[config.mk]
export PLATFORM = sky130hd
export DESIGN_NAME = usb_lowspeed_gate
export DESIGN_NICKNAME = d
export VERILOG_FILES = /design/src/logic/lsgate_pkg.sv /design/src/logic/axi_lite_slave.sv /design/src/logic/frame_countdown.sv /design/src/logic/usb_lowspeed_gate.sv
export SDC_FILE = /design/constraint.sdc
export NUM_CORES = 1
export LEC_CHECK = 0
export BUFFER_PORTS_ARGS = -buffer_cell sky130_fd_sc_hd__clkbuf_2
export CAP_MARGIN = 30
export CORE_MARGIN = 2
export CORE_UTILIZATION = 40
export DETAILED_ROUTE_END_ITERATION = 16
export PLACE_DENSITY = 0.69
export SLEW_MARGIN = 20
export SYNTH_ARGS = -nofsm -noshare
export SYNTH_HDL_FRONTEND = slang
export SYNTH_SLANG_ARGS = --single-unit
[constraint.sdc]
create_clock -name CLK -period 6.2 [get_ports CLK]
set_input_delay 0.62 -clock CLK [delete_from_list [all_inputs] [get_ports CLK]]
set_output_delay 0.62 -clock CLK [all_outputs]
set_load 0.05 [all_outputs]
[src/logic/lsgate_pkg.sv]
// Shared constants for the low-speed start gate and root hub descriptor block
package lsgate_pkg;

    ////////////////////////////////////////////////////////////////////////////
    // Register bus
    localparam int AXI_AW = 8;
    localparam int AXI_DW = 32;
    localparam logic [1:0] RESP_OKAY = 2'h0;
    localparam logic [1:0] RESP_SLVERR = 2'h2;

    ////////////////////////////////////////////////////////////////////////////
    // Register byte offsets
    localparam logic [AXI_AW-1:0] ADDR_THRESHOLD = 8'h00;
    localparam logic [AXI_AW-1:0] ADDR_DESCRIPTOR = 8'h04;
    localparam logic [AXI_AW-1:0] ADDR_CONTROL = 8'h08;
    localparam logic [AXI_AW-1:0] ADDR_STATUS = 8'h0C;
    localparam logic [AXI_AW-1:0] ADDR_DEFER_COUNT = 8'h10;

    ////////////////////////////////////////////////////////////////////////////
    // Field positions and widths
    localparam int COUNT_W = 14;
    localparam int THR_LSB = 0;
    localparam int PGD_LSB = 24;
    localparam int PGD_W = 8;
    localparam int NO_OCP_BIT = 12;
    localparam int CTRL_RUN_BIT = 0;
    localparam int STAT_COUNT_LSB = 0;
    localparam int STAT_GATE_BIT = 16;
    localparam int STAT_RUN_BIT = 17;
    localparam int DEFER_W = 16;

    ////////////////////////////////////////////////////////////////////////////
    // Reset values
    localparam logic [COUNT_W-1:0] THRESHOLD_RST = 14'h0000;
    localparam logic [PGD_W-1:0] PGD_RST = 8'h00;
    localparam logic NO_OCP_RST = 1'b1;
    localparam logic RUN_RST = 1'b0;
    localparam logic [COUNT_W-1:0] FRAME_LENGTH_RST = 14'h2EDF;

    ////////////////////////////////////////////////////////////////////////////
    // Power-good delay unit, held for software only
    localparam int POWER_GOOD_UNIT_MS = 2;

endpackage

[src/logic/axi_lite_slave.sv]
// AXI4-Lite slave front end turning bus traffic into register strobes
`timescale 1ns/1ns
module axi_lite_slave
(
    input wire logic clk,
    input wire logic rst,
    input wire logic [lsgate_pkg::AXI_AW-1:0] s_axi_awaddr,
    input wire logic s_axi_awvalid,
    output logic s_axi_awready,
    input wire logic [lsgate_pkg::AXI_DW-1:0] s_axi_wdata,
    input wire logic [3:0] s_axi_wstrb,
    input wire logic s_axi_wvalid,
    output logic s_axi_wready,
    output logic [1:0] s_axi_bresp,
    output logic s_axi_bvalid,
    input wire logic s_axi_bready,
    input wire logic [lsgate_pkg::AXI_AW-1:0] s_axi_araddr,
    input wire logic s_axi_arvalid,
    output logic s_axi_arready,
    output logic [lsgate_pkg::AXI_DW-1:0] s_axi_rdata,
    output logic [1:0] s_axi_rresp,
    output logic s_axi_rvalid,
    input wire logic s_axi_rready,
    output logic wr_en,
    output logic [lsgate_pkg::AXI_AW-1:0] wr_addr,
    output logic [lsgate_pkg::AXI_DW-1:0] wr_data,
    output logic [3:0] wr_strb,
    input wire logic wr_err,
    output logic rd_en,
    output logic [lsgate_pkg::AXI_AW-1:0] rd_addr,
    input wire logic [lsgate_pkg::AXI_DW-1:0] rd_data,
    input wire logic rd_err
);
    import lsgate_pkg::*;

    typedef enum logic [1:0] {WR_COLLECT = 2'b01, WR_RESPOND = 2'b10} wr_phase_t;

    typedef struct packed {
        wr_phase_t phase;
        logic aw_held;
        logic w_held;
        logic [AXI_AW-1:0] addr;
        logic [AXI_DW-1:0] data;
        logic [3:0] strb;
        logic [1:0] bresp;
        logic rvalid;
        logic [AXI_DW-1:0] rdata;
        logic [1:0] rresp;
    } slave_state_t;

    slave_state_t s_r;
    slave_state_t s_nxt;

    ////////////////////////////////////////////////////////////////////////////
    // Handshakes; address and data may arrive in either order
    assign s_axi_awready = (s_r.phase == WR_COLLECT) && !s_r.aw_held;
    assign s_axi_wready = (s_r.phase == WR_COLLECT) && !s_r.w_held;
    assign s_axi_bvalid = (s_r.phase == WR_RESPOND);
    assign s_axi_bresp = s_r.bresp;
    assign wr_en = (s_r.phase == WR_COLLECT) && s_r.aw_held && s_r.w_held;
    assign wr_addr = s_r.addr;
    assign wr_data = s_r.data;
    assign wr_strb = s_r.strb;
    // One read in flight; a new address waits until the data is taken
    assign s_axi_arready = !s_r.rvalid;
    assign rd_en = s_axi_arvalid && !s_r.rvalid;
    assign rd_addr = s_axi_araddr;
    assign s_axi_rvalid = s_r.rvalid;
    assign s_axi_rdata = s_r.rdata;
    assign s_axi_rresp = s_r.rresp;

    always_comb
    begin
        s_nxt = s_r;
        if (s_axi_awvalid && s_axi_awready)
        begin
            s_nxt.aw_held = 1'b1;
            s_nxt.addr = s_axi_awaddr;
        end
        if (s_axi_wvalid && s_axi_wready)
        begin
            s_nxt.w_held = 1'b1;
            s_nxt.data = s_axi_wdata;
            s_nxt.strb = s_axi_wstrb;
        end
        case (s_r.phase)
            WR_COLLECT:
            begin
                if (wr_en)
                begin
                    s_nxt.phase = WR_RESPOND;
                    s_nxt.aw_held = 1'b0;
                    s_nxt.w_held = 1'b0;
                    s_nxt.bresp = wr_err ? RESP_SLVERR : RESP_OKAY;
                end
            end
            WR_RESPOND:
            begin
                if (s_axi_bready)
                begin
                    s_nxt.phase = WR_COLLECT;
                end
            end
            default:
            begin
                s_nxt.phase = WR_COLLECT;
            end
        endcase
        if (rd_en)
        begin
            s_nxt.rvalid = 1'b1;
            s_nxt.rdata = rd_data;
            s_nxt.rresp = rd_err ? RESP_SLVERR : RESP_OKAY;
        end
        else if (s_r.rvalid && s_axi_rready)
        begin
            s_nxt.rvalid = 1'b0;
        end
    end

    always_ff @(posedge clk)
    begin
        if (rst)
        begin
            s_r <= '{WR_COLLECT, 1'b0, 1'b0, '0, '0, 4'h0, RESP_OKAY, 1'b0, '0, RESP_OKAY};
        end
        else
        begin
            s_r <= s_nxt;
        end
    end

endmodule // axi_lite_slave

[src/logic/frame_countdown.sv]
// Frame remaining counter, reloaded from the frame length at each frame start
`timescale 1ns/1ns
module frame_countdown
#(
    parameter int WIDTH = lsgate_pkg::COUNT_W
)
(
    input wire logic clk,
    input wire logic rst,
    input wire logic run,
    input wire logic bit_tick,
    input wire logic [WIDTH-1:0] frame_length,
    output logic [WIDTH-1:0] remaining,
    output logic frame_start
);
    import lsgate_pkg::*;

    typedef struct packed {
        logic [WIDTH-1:0] count;
        logic start;
    } count_state_t;

    count_state_t s_r;
    count_state_t s_nxt;

    assign remaining = s_r.count;
    assign frame_start = s_r.start;

    always_comb
    begin
        s_nxt = s_r;
        s_nxt.start = 1'b0;
        if (!run)
        begin
            // Held primed so the first frame after run starts full length
            s_nxt.count = frame_length;
        end
        else if (bit_tick)
        begin
            if (s_r.count == '0)
            begin
                s_nxt.count = frame_length;
                s_nxt.start = 1'b1;
            end
            else
            begin
                s_nxt.count = s_r.count - 1'b1;
            end
        end
    end

    always_ff @(posedge clk)
    begin
        if (rst)
        begin
            s_r <= '{'0, 1'b0};
        end
        else
        begin
            s_r <= s_nxt;
        end
    end

endmodule // frame_countdown

[src/logic/usb_lowspeed_gate.sv]
// Low-speed packet start gate and first root hub descriptor register
//
// Function
// - A 14-bit low-speed threshold sits in bits 13..0, in full-speed bit times.
// - A low-speed transaction starts only while frame remaining exceeds the threshold.
// - An 8-bit power-good delay sits in bits 31..24, each count being 2 ms.
// - The power-good delay is stored for software and steers no hardware.
// - Software may write the power-good delay field.
// - Bit 12 of the descriptor resets to 1, meaning no overcurrent inputs.
// - Frame remaining is a 14-bit bit-time count reloaded from frame length each frame.
`timescale 1ns/1ns
module usb_lowspeed_gate
#(
    parameter logic [lsgate_pkg::COUNT_W-1:0] THRESHOLD_INIT = lsgate_pkg::THRESHOLD_RST,
    parameter logic [lsgate_pkg::PGD_W-1:0] POWER_GOOD_INIT = lsgate_pkg::PGD_RST
)
(
    input wire logic CLK,
    input wire logic SYS_RST,
    input wire logic [lsgate_pkg::AXI_AW-1:0] S_AXI_AWADDR,
    input wire logic S_AXI_AWVALID,
    output logic S_AXI_AWREADY,
    input wire logic [lsgate_pkg::AXI_DW-1:0] S_AXI_WDATA,
    input wire logic [3:0] S_AXI_WSTRB,
    input wire logic S_AXI_WVALID,
    output logic S_AXI_WREADY,
    output logic [1:0] S_AXI_BRESP,
    output logic S_AXI_BVALID,
    input wire logic S_AXI_BREADY,
    input wire logic [lsgate_pkg::AXI_AW-1:0] S_AXI_ARADDR,
    input wire logic S_AXI_ARVALID,
    output logic S_AXI_ARREADY,
    output logic [lsgate_pkg::AXI_DW-1:0] S_AXI_RDATA,
    output logic [1:0] S_AXI_RRESP,
    output logic S_AXI_RVALID,
    input wire logic S_AXI_RREADY,
    input wire logic BIT_TICK,
    input wire logic [lsgate_pkg::COUNT_W-1:0] FRAME_LENGTH_VALUE,
    input wire logic LS_REQUEST,
    output logic LS_START,
    output logic LS_DEFER,
    output logic [lsgate_pkg::COUNT_W-1:0] FRAME_REMAINING_COUNT,
    output logic FRAME_START
);
    import lsgate_pkg::*;

    ////////////////////////////////////////////////////////////////////////////
    // State

    typedef struct packed {
        logic [COUNT_W-1:0] threshold;
        logic [PGD_W-1:0] power_good;
        logic no_ocp;
        logic run;
        logic defer_seen;
        logic [DEFER_W-1:0] defer_cnt;
    } gate_state_t;

    gate_state_t s_r;
    gate_state_t s_nxt;

    logic wr_en;
    logic [AXI_AW-1:0] wr_addr;
    logic [AXI_DW-1:0] wr_data;
    logic [3:0] wr_strb;
    logic wr_err;
    logic rd_en;
    logic [AXI_AW-1:0] rd_addr;
    logic [AXI_DW-1:0] rd_data;
    logic rd_err;
    logic [COUNT_W-1:0] frame_remaining_count;
    logic gate_open;
    logic defer_event;
    logic defer_clear;
    logic [AXI_DW-1:0] threshold_word;
    logic [AXI_DW-1:0] descriptor_word;
    logic [AXI_DW-1:0] control_word;
    logic [AXI_DW-1:0] status_word;
    logic [AXI_DW-1:0] defer_word;

    ////////////////////////////////////////////////////////////////////////////
    // Helpers

    // Byte-lane merge, shared by the threshold, descriptor and control registers
    function automatic logic [AXI_DW-1:0] merge_bytes(
        input logic [AXI_DW-1:0] old_v,
        input logic [AXI_DW-1:0] new_v,
        input logic [3:0] strb
    );
        logic [AXI_DW-1:0] res;
        res = old_v;
        for (int i = 0; i < 4; i++)
        begin
            if (strb[i])
            begin
                res[i*8 +: 8] = new_v[i*8 +: 8];
            end
        end
        return res;
    endfunction

    // Address decode, shared by the read and write paths
    function automatic logic reg_mapped(input logic [AXI_AW-1:0] addr);
        logic hit;
        hit = 1'b0;
        case (addr)
            ADDR_THRESHOLD: hit = 1'b1;
            ADDR_DESCRIPTOR: hit = 1'b1;
            ADDR_CONTROL: hit = 1'b1;
            ADDR_STATUS: hit = 1'b1;
            ADDR_DEFER_COUNT: hit = 1'b1;
            default: hit = 1'b0;
        endcase
        return hit;
    endfunction

    ////////////////////////////////////////////////////////////////////////////
    // Bus slave

    axi_lite_slave u_slave
    (
        .clk(CLK),
        .rst(SYS_RST),
        .s_axi_awaddr(S_AXI_AWADDR),
        .s_axi_awvalid(S_AXI_AWVALID),
        .s_axi_awready(S_AXI_AWREADY),
        .s_axi_wdata(S_AXI_WDATA),
        .s_axi_wstrb(S_AXI_WSTRB),
        .s_axi_wvalid(S_AXI_WVALID),
        .s_axi_wready(S_AXI_WREADY),
        .s_axi_bresp(S_AXI_BRESP),
        .s_axi_bvalid(S_AXI_BVALID),
        .s_axi_bready(S_AXI_BREADY),
        .s_axi_araddr(S_AXI_ARADDR),
        .s_axi_arvalid(S_AXI_ARVALID),
        .s_axi_arready(S_AXI_ARREADY),
        .s_axi_rdata(S_AXI_RDATA),
        .s_axi_rresp(S_AXI_RRESP),
        .s_axi_rvalid(S_AXI_RVALID),
        .s_axi_rready(S_AXI_RREADY),
        .wr_en(wr_en),
        .wr_addr(wr_addr),
        .wr_data(wr_data),
        .wr_strb(wr_strb),
        .wr_err(wr_err),
        .rd_en(rd_en),
        .rd_addr(rd_addr),
        .rd_data(rd_data),
        .rd_err(rd_err)
    );

    assign wr_err = !reg_mapped(wr_addr);
    assign rd_err = !reg_mapped(rd_addr);

    ////////////////////////////////////////////////////////////////////////////
    // Frame remaining counter

    frame_countdown #(.WIDTH(COUNT_W)) u_countdown
    (
        .clk(CLK),
        .rst(SYS_RST),
        .run(s_r.run),
        .bit_tick(BIT_TICK),
        .frame_length(FRAME_LENGTH_VALUE),
        .remaining(frame_remaining_count),
        .frame_start(FRAME_START)
    );

    assign FRAME_REMAINING_COUNT = frame_remaining_count;

    ////////////////////////////////////////////////////////////////////////////
    // Low-speed start gate

    // Strictly greater: at equality there is no longer room for the packet
    assign gate_open = s_r.run && (frame_remaining_count > s_r.threshold);
    assign LS_START = LS_REQUEST && gate_open;
    assign LS_DEFER = LS_REQUEST && !gate_open;
    // Count each deferral once, not every cycle the request waits
    assign defer_event = LS_DEFER && !s_r.defer_seen;
    assign defer_clear = wr_en && (wr_addr == ADDR_DEFER_COUNT);

    ////////////////////////////////////////////////////////////////////////////
    // Register views; reserved bits are tied to zero here

    always_comb
    begin
        threshold_word = '0;
        threshold_word[THR_LSB +: COUNT_W] = s_r.threshold;
        descriptor_word = '0;
        descriptor_word[PGD_LSB +: PGD_W] = s_r.power_good;
        descriptor_word[NO_OCP_BIT] = s_r.no_ocp;
        control_word = '0;
        control_word[CTRL_RUN_BIT] = s_r.run;
        status_word = '0;
        status_word[STAT_COUNT_LSB +: COUNT_W] = frame_remaining_count;
        status_word[STAT_GATE_BIT] = gate_open;
        status_word[STAT_RUN_BIT] = s_r.run;
        defer_word = '0;
        defer_word[DEFER_W-1:0] = s_r.defer_cnt;
    end

    always_comb
    begin
        case (rd_addr)
            ADDR_THRESHOLD: rd_data = threshold_word;
            ADDR_DESCRIPTOR: rd_data = descriptor_word;
            ADDR_CONTROL: rd_data = control_word;
            ADDR_STATUS: rd_data = status_word;
            ADDR_DEFER_COUNT: rd_data = defer_word;
            default: rd_data = '0;
        endcase
    end

    ////////////////////////////////////////////////////////////////////////////
    // Register updates

    always_comb
    begin
        logic [AXI_DW-1:0] merged;
        logic [DEFER_W-1:0] defer_base;
        merged = '0;
        defer_base = '0;
        s_nxt = s_r;
        s_nxt.defer_seen = LS_DEFER;
        if (wr_en)
        begin
            case (wr_addr)
                ADDR_THRESHOLD:
                begin
                    merged = merge_bytes(threshold_word, wr_data, wr_strb);
                    s_nxt.threshold = merged[THR_LSB +: COUNT_W];
                end
                ADDR_DESCRIPTOR:
                begin
                    merged = merge_bytes(descriptor_word, wr_data, wr_strb);
                    // Stored only; nothing in the gate or counter reads it
                    s_nxt.power_good = merged[PGD_LSB +: PGD_W];
                    s_nxt.no_ocp = merged[NO_OCP_BIT];
                end
                ADDR_CONTROL:
                begin
                    merged = merge_bytes(control_word, wr_data, wr_strb);
                    s_nxt.run = merged[CTRL_RUN_BIT];
                end
                default:
                begin
                    merged = '0;
                end
            endcase
        end
        // A deferral in the clearing cycle survives as a count of one
        defer_base = defer_clear ? '0 : s_r.defer_cnt;
        if (defer_event && (defer_base != '1))
        begin
            defer_base = defer_base + 1'b1;
        end
        s_nxt.defer_cnt = defer_base;
    end

    always_ff @(posedge CLK)
    begin
        if (SYS_RST)
        begin
            s_r.threshold <= THRESHOLD_INIT;
            s_r.power_good <= POWER_GOOD_INIT;
            s_r.no_ocp <= NO_OCP_RST;
            s_r.run <= RUN_RST;
            s_r.defer_seen <= 1'b0;
            s_r.defer_cnt <= '0;
        end
        else
        begin
            s_r <= s_nxt;
        end
    end

endmodule // usb_lowspeed_gate

; ---- After elaboration in Yosys (flattened, before gate mapping)
; Cells that the tools add are included.
[totals]
ff_bits = 141
wordCells = 90
[classes]
addsub = 2
n_lt_le_gt_ge = 1
n_eq_ne = 14
muxes = 19
bitwise_logic = 2
n_reduce_logical = 33
[ops]
columns = op, count
row1 = $pmux W32 S5, 1
row2 = $eq A8 B4 Y1 const B, 4
row3 = $mux W16, 2
row4 = $mux W14, 2
row5 = $add A16 B1 Y16 const B, 1
row6 = $eq A8 B3 Y1 const B, 2
row7 = $eq A8 B5 Y1 const B, 2
row8 = $logic_not A8 Y1, 2
row9 = $ne A16 B16 Y1 const B, 1
row10 = $mux W15, 1
row11 = $reduce_and A3 Y1, 5
row12 = $gt A14 B14 Y1, 1
row13 = $logic_and A1 B1 Y1, 14
row14 = $logic_not A14 Y1, 1
row15 = $sub A14 B1 Y14 const B, 1
row16 = $reduce_or A5 Y1, 2
row17 = $mux W2, 4
row18 = $mux W1, 7
row19 = $logic_not A1 Y1, 5
row20 = $mux W4, 1
row21 = $ne A2 B2 Y1 const B, 2
row22 = $pmux W2 S2, 1
row23 = $reduce_and A2 Y1, 2
row24 = $reduce_or A3 Y1, 1
row25 = other kinds (5), 6

; ---- Longest topological paths before layout
; Gate-level depths: netlist of run 1.
[depth]
word_depth = 8
mapped_depth = 11

; ---- By module
; Synthesis of run 1 repeated with hierarchy kept, for this count alone.
[unflattened]
cells_unflattened = 877
hier_area_um2 = 7258.2
[modules_own_cells]
columns = module, instances, cells_each, area_per_inst_um2
row1 = axi_lite_slave, 1, 445, 3666.0
row2 = usb_lowspeed_gate, 1, 313, 2630.0
row3 = frame_countdown, 1, 119, 962.2

; ---- Least setup slack after synthesis of run 1
; Ideal clock, no wire load.
[synth_path]
path_type = register to output
start = register u_countdown.s_r (netlist bit u_countdown.remaining[0])
end = output LS_DEFER
arrival_ns = 2.533
required_ns = 5.580
setup_slack_ns = 3.047
path_stages_with_launch = 8
path_cell_list = dfxtp_1 -> clkbuf_1 -> inv_1 -> ha_1 -> nand2_1 -> or4_4 -> o311a_2 -> nor2_1
[synth_via]
elab_chain_len = 4
[synth_lines]
columns = item, line
row1 = "start, declared", frame_countdown.sv:23  ; count_state_t s_r;
row2 = "start signal, assigned", frame_countdown.sv:56  ; s_r <= '{'0, 1'b0};
row3 = "start signal, assigned", frame_countdown.sv:60  ; s_r <= s_nxt;
row4 = $gt A14 B14 Y1, usb_lowspeed_gate.sv:175  ; assign gate_open = s_r.run && (frame_remaining_count > s_r.threshold);
row5 = $logic_and A1 B1 Y1, usb_lowspeed_gate.sv:175
row6 = $logic_not A1 Y1, usb_lowspeed_gate.sv:177  ; assign LS_DEFER = LS_REQUEST && !gate_open;
row7 = $logic_and A1 B1 Y1, usb_lowspeed_gate.sv:177
row8 = "end, declared", usb_lowspeed_gate.sv:41  ; output logic LS_DEFER,
; No other way between the ends.

; ---- Final worst setup path of run 1
[layout_path]
start = register u_slave.s_r (netlist bit u_slave.wr_addr[1])
end = register s_r (netlist bit defer_word[11])
[layout_via]
elab_chain_len = 6
elab_cells_between_ends = 7
classes_between = add/sub: 1 / eq/ne: 2 / mux: 2 / reduce/logical: 2
[layout_lines]
columns = item, line
row1 = "start, declared", axi_lite_slave.sv:51  ; slave_state_t s_r;
row2 = "start signal, assigned", axi_lite_slave.sv:125  ; s_r <= '{WR_COLLECT, 1'b0, 1'b0, '0, '0, 4'h0, RESP_OKAY, 1'b0, '0, RESP_OKAY};
row3 = "start signal, assigned", axi_lite_slave.sv:129  ; s_r <= s_nxt;
row4 = $eq A8 B5 Y1 (*), usb_lowspeed_gate.sv:180  ; assign defer_clear = wr_en && (wr_addr == ADDR_DEFER_COUNT);
row5 = $logic_and A1 B1 Y1 (*), usb_lowspeed_gate.sv:180
row6 = $mux W16 (*), usb_lowspeed_gate.sv:252  ; defer_base = defer_clear ? '0 : s_r.defer_cnt;
row7 = "parallel branches: the longest is 2 deep, another holds $add A16 B1 Y16", n/a
row8 = $mux W16 (*), usb_lowspeed_gate.sv:253  ; if (defer_event && (defer_base != '1))
row9 = "end signal, assigned", usb_lowspeed_gate.sv:273  ; s_r <= s_nxt;
row10 = "end, declared", usb_lowspeed_gate.sv:59  ; gate_state_t s_r;
; Every way passes the cells marked *.
; A chain may end at the register's enable or synchronous reset.

==> results by group, run 1 <==
Clocking
  – Num CTS Buffers: 17
  – CTS hold repair buffers: 0
  – Clk slew on worst S/H paths: 0.05 ns
  – Cts repair resizes: 0
  – Worst skew pair latency: slightly above 0.4 ns
  – Root buffer cell: clkbuf_16
  – Postcts setup bufs: 0
  – Bufs on Longest Clock Path: 2
  – CTS tree: yes
  – CTS sink count: 122
  – H-tree Lvls: 4

Worst setup path
  – Worst Path Arrival: between 3 and 4 ns
  – CP Data Required Time: 6.54 ns
  – CP startpoint: u_slave.wr_addr[1]
  – Worst path depth: 10
  – FF-to-FF path depth: 10
  – CP top delay family: simple AND/OR/NAND/NOR gates
  – CP Buf/Inv Count: 0
  – Crit. End Element: register
  – Reg2reg start: u_slave.wr_addr[1]
  – CP max-delay cell: nand4_1
  – Worst setup SP type: register
  – Critical path cell sequence: nor4_1 -> nand4_1 -> and2_1 -> ha_1 -> and3_1 -> nand2_1 -> nor3_2 -> or4_1 -> or3_1 -> a21oi_1
  – Setup Crit Path Kind: reg2reg
  – Crit path largest cell delay: about 0.54 ns
  – Worst-path fanout max: 11

Logic synthesis
  – Post-synth top cells: dfxtp_1 (122), nand2_1 (103), nor2_1 (74)
  – EDFF count, synth: 0
  – Synth warnings: 0
  – Mapped Cells: 713
  – Most common cell in the netlist: dfxtp_1
  – Sequential fraction of the synthesis area: 41.0%
  – Mean post-synth cell area: 8.36 um2
  – Synth Flop Type: dfxtp_1
  – Syn Std Cell Area: 0.00596 mm2
  – Area contributors post-synth: dfxtp_1 (41%), nand2_1 (6.5%), a21oi_1 (5.4%)
  – FFs w/ async S/R, synth: 0%
  – Yosys top cell area share: 41.0%
  – Synth unique cells: 67
  – #FFs+latches synth: 122
  – Post-synth top area cell: dfxtp_1

Place
  – I/O Buffers: 113
  – GPL Wtd Cong: approximately 0.84
  – Placed Instance Area: 0.00641 mm2
  – Dpl hpwl: 11000 um

Detailed routing
  – DRC: 0
  – Vias per Instance: between 5 and 6
  – Routed wire length per instance: around 15 um
  – Post-route ant nets: 0
  – 1st-iter DRT viols: around 360
  – Routed WL: 15200 um
  – First-pass iteration count of the detailed router: 9
  – Vias: 5286

Layout
  – Ant diodes: 0
  – Layout cell share with drive strength beyond 1: about a fifth
  – Area Overhead vs Synth: 18.7%
  – Final Util: 48.7%
  – Design area: roughly 0.0071 mm2
  – Nets: 877
  – Fillers: 1442

GRT
  – Initial antenna violation count: 0
  – First-pass GRT wire length: 23900 um
  – Vias in the first global route: 4709
  – Overall Global Routing Usage: 18.9%
  – Pin count of the biggest net entering global routing: between 60 and 70
  – GRT overflow: 0

Die
  – Top Ports: about 130
  – Core ar.: 0.0145 mm2
  – Die H: roughly 130 um
  – Row count: 44
  – Initial core utilization: 41.0%
  – Die X: 126 um
  – Full die area: 0.0159 mm2

STA
  – Worst slew margin: 40.7%
  – Tightest Pin Transition: 0.889 ns
  – Fin Setup TNS: 0 ns
  – Min Clock Period, post-route: approximately 3.5 ns
  – Final setup violation count: 0
  – Fmax: between 0.2 and 0.3 GHz
  – Final slew viol count: 0
  – Unrepaired setup endpoints after global routing: no
  – Layout Skew: 0.00601 ns
  – Hold Violations, Final: 0
  – Tcrit/Tclk final: 56.4%

Power and ir drop
  – Max rail drop VDD: 0.180 mV
  – PwrDens: 302 mW/mm2
  – Static Leak: 2.95 nW

Outcome
  – Status: complete, no violations

Min path
  – WHS Path Cells: 3
  – HP Class: in2reg
  – Hold path startpoint: S_AXI_AWADDR[5]

Job
  – Number of max-cap violations: 0
==> layer usage <==
| metal | up-vias | wire length [um] | share of wire, % | GRT usage [%] |
|---|---|---|---|---|
| met5 | - | 0 | 0 | 0 |
| met1 | 2435 | 6830 | 45 | 23.9 |
| met2 | 161 | 7120 | 47 | 30.5 |
| met3 | 23 | 922 | 6.1 | 4.76 |
| li1 | 2667 | - | - | - |
| met4 | 0 | 343 | 2.3 | 8.21 |
==> final cells by class <==
cell class	instances	area, um2	share of cell area (%)
multi-input cells	499	3010	42.5
flip-flops and latches	122	2440	34.5
repair buffers	119	641	9.05
clock buffers	22	464	6.56
well taps	184	230	3.25
clock inverters	10	189	2.67
inverters	27	101	1.43
==> cells by family (layout without fill, tap and decap cells) <==
logic type	Yosys count	count (layout)	synth area share [%]
XOR/XNOR	6	6	0.882
multiplexers	26	26	4.39
other	1	8	0.0629
AO/OA/AOI/OAI	171	171	19.4
adder cells (fa/ha/maj)	16	16	3.36
AND/OR/NAND/NOR	272	272	22.0
buffers and inverters	99	178	8.98
flip-flops	122	122	41.0
==> power by group <==
part	leakage (nW)	switching (W)	internal (W)
sequential	0.993	0.0000277	0.000810
clock	0.303	0.000355	0.000736
combinational	1.65	0.000141	0.0000684
total	2.95	0.000524	0.00161
==> flip-flops by register name, summed over array words and instances (netlist names) <==
register                 count
u_slave.s_axi_rresp          1
u_slave.wr_data             22
s_r                         15
defer_word                  16
u_slave.s_axi_rdata         26
descriptor_word              9
u_countdown.remaining       14
u_slave.s_r                  4
u_slave.s_axi_rvalid         1
u_countdown.frame_start      1
u_slave.wr_strb              3
u_slave.s_axi_bresp          1
u_slave.wr_addr              8
control_word                 1
==> tightest hold or removal path, stage by stage <==
cell	delay, ns
clkbuf_2	0.08
nand2_1	0.04
a21oi_1	0.05
==> stage by stage <==
step | hold slack, ns | cells | power [W] | setup WS [ns]
floorplan | 0.432 | 720 | 0.00100 | 3.05
global placement | 0.441 | 949 | 0.00106 | 2.85
detailed placement | 0.447 | 950 | 0.00106 | 2.83
CTS | 0.408 | 982 | 0.00215 | 2.78
global route | 0.417 | 983 | 0.00221 | 2.48
finish | 0.423 | 983 | 0.00214 | 2.70
==> path summary, 6_finish.rpt <==
check                                  to  slack [ns]
hold reg to reg   u_slave.s_axi_rdata[14]        0.45
setup reg to reg           defer_word[11]        2.70
hold / removal         u_slave.wr_addr[5]        0.42
setup / recovery           defer_word[11]        2.70
==> cells in the final DEF (no fill, tap or decap), types with 4 or more instances in the layout <==
cell type and instances:
a21oi_1 64, and3_1 4, nand2_1 103, o21ai_0 18, nor3_1 15, clkinvlp_4 4, mux2i_1 25, a211oi_1 11
a222oi_1 13, o41ai_1 4, a2bb2oi_1 13, nand3_1 13, nor2_1 74, clkbuf_16 17, o22ai_1 5, nor4_1 5
clkbuf_2 112, or3_1 6, o31ai_1 5, or4_1 6, and2_1 7, bufinv_16 5, a22oi_1 10, inv_1 27
nand4b_1 6, nor2b_1 4, buf_4 5, conb_1 8, dfxtp_1 122, nand4_1 6, ha_1 16
Power figures use the tool's default switching activity.
==> run 2, diff against run 1 <==
--- a/config.mk
+++ b/config.mk
@@ -10,7 +10,7 @@
 export CORE_MARGIN = 2
 export CORE_UTILIZATION = 40
 export DETAILED_ROUTE_END_ITERATION = 16
-export PLACE_DENSITY = 0.69
+export PLACE_DENSITY = 0.71
 export SLEW_MARGIN = 20
 export SYNTH_ARGS = -nofsm -noshare
 export SYNTH_HDL_FRONTEND = slang
==> constraint.sdc (replaced) <==
create_clock -name CLK -period 3 [get_ports CLK]
set_input_delay 0.3 -clock CLK [delete_from_list [all_inputs] [get_ports CLK]]
set_output_delay 0.3 -clock CLK [all_outputs]
set_load 0.05 [all_outputs]
==> run 2 against run 1 <==
  * Non-clock buffer count is 30 higher
  * Global-route usage rose by 1.8 points
  * Critical path type is now reg2out
  * Worst setup slack worse by 2.6 ns
  * Clock-buffer cell count increased by 1
  * First-iteration DRC count fell by 5.6%
  * Highest routed layer unchanged
  * Register-to-register slack worse by 2.5 ns
  * Final area grew 3.1%
  * Power grew 100%
==> results by group, run 2 (synthesis results as in run 1) <==
Power and ir drop
  – Static Leak: 3.11 nW (+5.4%)
  – Total power: 0.00438 W (+100%)
  – Switching share of power: 24.2% (-0.31 points)
  – Max rail drop VDD: 0.405 mV (+130%)
  – Comb pwr share: 11.0% (+1.2 points)
  – Cell Int Power: 0.00332 W (+110%)
  – Clock network fraction of design power: 49.9% (-1.1 points)
  – Total net switching power: 0.00106 W (+100%)
  – Sequential share of power: 39.1% (about the same)
  – PwrDens: 601 mW/mm2 (+99%)

GRT
  – First-pass GRT wire length: 26100 um (+9.1%)
  – Vias in the first global route: 5242 (+11%)
  – GRT overflow: 0 (unchanged)
  – Initial antenna violation count: 0 (unchanged)
  – Overall Global Routing Usage: 20.7% (+1.8 points)
  – Pin count of the biggest net entering global routing: 78 (+13%)

Clocking
  – H-tree Lvls: 4 (unchanged)
  – Root buffer cell: clkbuf_16
  – CTS hold repair buffers: 0 (unchanged)
  – Num CTS Buffers: 17 (unchanged)
  – Worst skew pair latency: 0.42 ns (about the same)
  – CTS tree: yes
  – CTS sink count: 122 (unchanged)
  – Clk slew on worst S/H paths: 0.05 ns (about the same)
  – Bufs on Longest Clock Path: 2 (unchanged)

Layout
  – Area Overhead vs Synth: 22.4%
  – Ant diodes: 0 (unchanged)
  – Final Util: 50.2% (+1.5 points)
  – Most common cell after layout, fill and taps aside: dfxtp_1
  – Layout cell share with drive strength beyond 1: 24.2% (+3.2 points)
  – Design area: 0.00729 mm2 (+3.1%)
  – Non-Filler Instances: 1011 (+2.8%)
  – Most frequent cells in the layout: dfxtp_1 (122), clkbuf_2 (111), nand2_1 (103)
  – Max FFs per register: 26 (unchanged)
  – Nets: 907 (+3.4%)

STA
  – Worst slew margin: 40.7% (about the same)
  – Layout Skew: 0.00728 ns (+0.00127 ns)
  – Final slew viol count: 0 (unchanged)
  – Tcrit/Tclk final: between 90 and 100%
  – Hold Violations, Final: 0 (unchanged)
  – Min Clock Period, post-route: 2.89 ns
  – Fmax: 0.346 GHz
  – Final setup violation count: 0 (unchanged)
  – Tightest Pin Transition: 0.889 ns (-0.000137 ns)

Worst setup path
  – Setup Crit Path Kind: reg2out
  – Crit. End Element: output pin
  – Worst setup SP type: register
  – Crit path largest cell delay: 0.62 ns (+0.08 ns)
  – Worst Path Arrival: 2.59 ns (-1.25 ns)
  – CP top delay family: simple AND/OR/NAND/NOR gates
  – CP Buf/Inv Count: 2 (+2)
  – CP Data Required Time: 2.70 ns (-3.84 ns)
  – Critical path cell sequence: inv_1 -> ha_1 -> nand4_1 -> or4_4 -> o311a_2 -> nor2_1 -> clkbuf_2
  – CP max-delay cell: or4_4
  – Worst-path fanout max: 5 (-6)

Die
  – Full die area: 0.0159 mm2 (unchanged)
  – Die X: 126 um (unchanged)
  – Row count: 44 (unchanged)
  – Core ar.: 0.0145 mm2 (unchanged)
  – Die H: 126 um (unchanged)
  – Initial core utilization: 41.0% (unchanged)
  – Top Ports: 133 (unchanged)

Place
  – GPL Wtd Cong: 0.904 (+8.0%)
  – Placed Cells incl. Taps: 979 (+3.1%)
  – Placed Instance Area: 0.00663 mm2 (+3.4%)
  – I/O Buffers: 113 (unchanged)
  – Dpl hpwl: 11900 um (+7.5%)

Detailed routing
  – Routed WL: 16100 um (+6.0%)
  – First-pass iteration count of the detailed router: 6 (-3)
  – DRC: 0 (unchanged)
  – Routed wire length per instance: 16.0 um (+3.1%)
  – Post-route ant nets: 0 (unchanged)
  – 1st-iter DRT viols: 339 (-5.6%)
  – Vias per Instance: 5.44 (+1.1%)
  – Vias: 5496 (+4.0%)

Job
  – Number of max-cap violations: 0 (unchanged)

Outcome
  – Status: complete, no violations

Min path
  – HP Class: in2reg
run 2: timing repair:
item                       in CTS  in global routing
buffers inserted                0                  1
resized for setup               0                  3
setup endpoints to repair       0                  6
hold endpoints to repair        0                  0
run 2: layout make-up:
cell class,count,area [um2]
inverters,27,101
well taps,184,230
clock inverters,7,138
fillers,1443,7240
flip-flops and latches,122,2440
clock buffers,23,498
repair buffers,149,862
multi-input cells,499,3020
run 2: power by group through the flow:
stage | combinational, W | sequential [W] | clock [W]
6_report | 0.000481 | 0.00171 | 0.00219
5_1_grt | 0.000532 | 0.00172 | 0.00227
4_1_cts | 0.000477 | 0.00171 | 0.00220
3_3_place_gp | 0.000461 | 0.00174 | 0
2_1_floorplan | 0.000288 | 0.00178 | 0
3_5_place_dp | 0.000473 | 0.00175 | 0
run 2: path summary, 6_finish.rpt:
path	from	end	slack (ns)	cells past startpoint
min reg2reg	u_slave.s_axi_rdata[15]	u_slave.s_axi_rdata[15]	0.45	2
min	S_AXI_WDATA[28]	u_slave.wr_data[28]	0.10	3
max	s_r[38]	LS_DEFER	0.11	7
max reg2reg	u_slave.wr_addr[1]	defer_word[11]	0.16	10
run 2: worst register-to-register path, stage by stage (launching register included):
cell	delay, ns
dfxtp_1	0.33
nor4_2	0.33
nand4_1	0.26
and2_1	0.26
ha_1	0.22
and3_1	0.22
nand2_1	0.14
nor3_2	0.07
or4_1	0.51
or3_1	0.31
a21oi_1	0.13
run 2: metrics by stage:
stage                     worst slack, ns  TNS [ns]  hold slack (ns)
after global placement              0.179         0            0.442
after detailed placement            0.123         0            0.447
after CTS                           0.108         0           0.0899
final                               0.111         0            0.103
after global routing              -0.0495    -0.160           0.0883
after floorplan                     0.167         0            0.432
run 2: per-layer routing:
metal	up-vias	GRT usage (%)	share of wire (%)
met5	-	0	0
met4	0	12.3	5.3
met3	60	5.61	6.4
met2	196	32.5	45
met1	2518	25.3	43
li1	2722	-	-
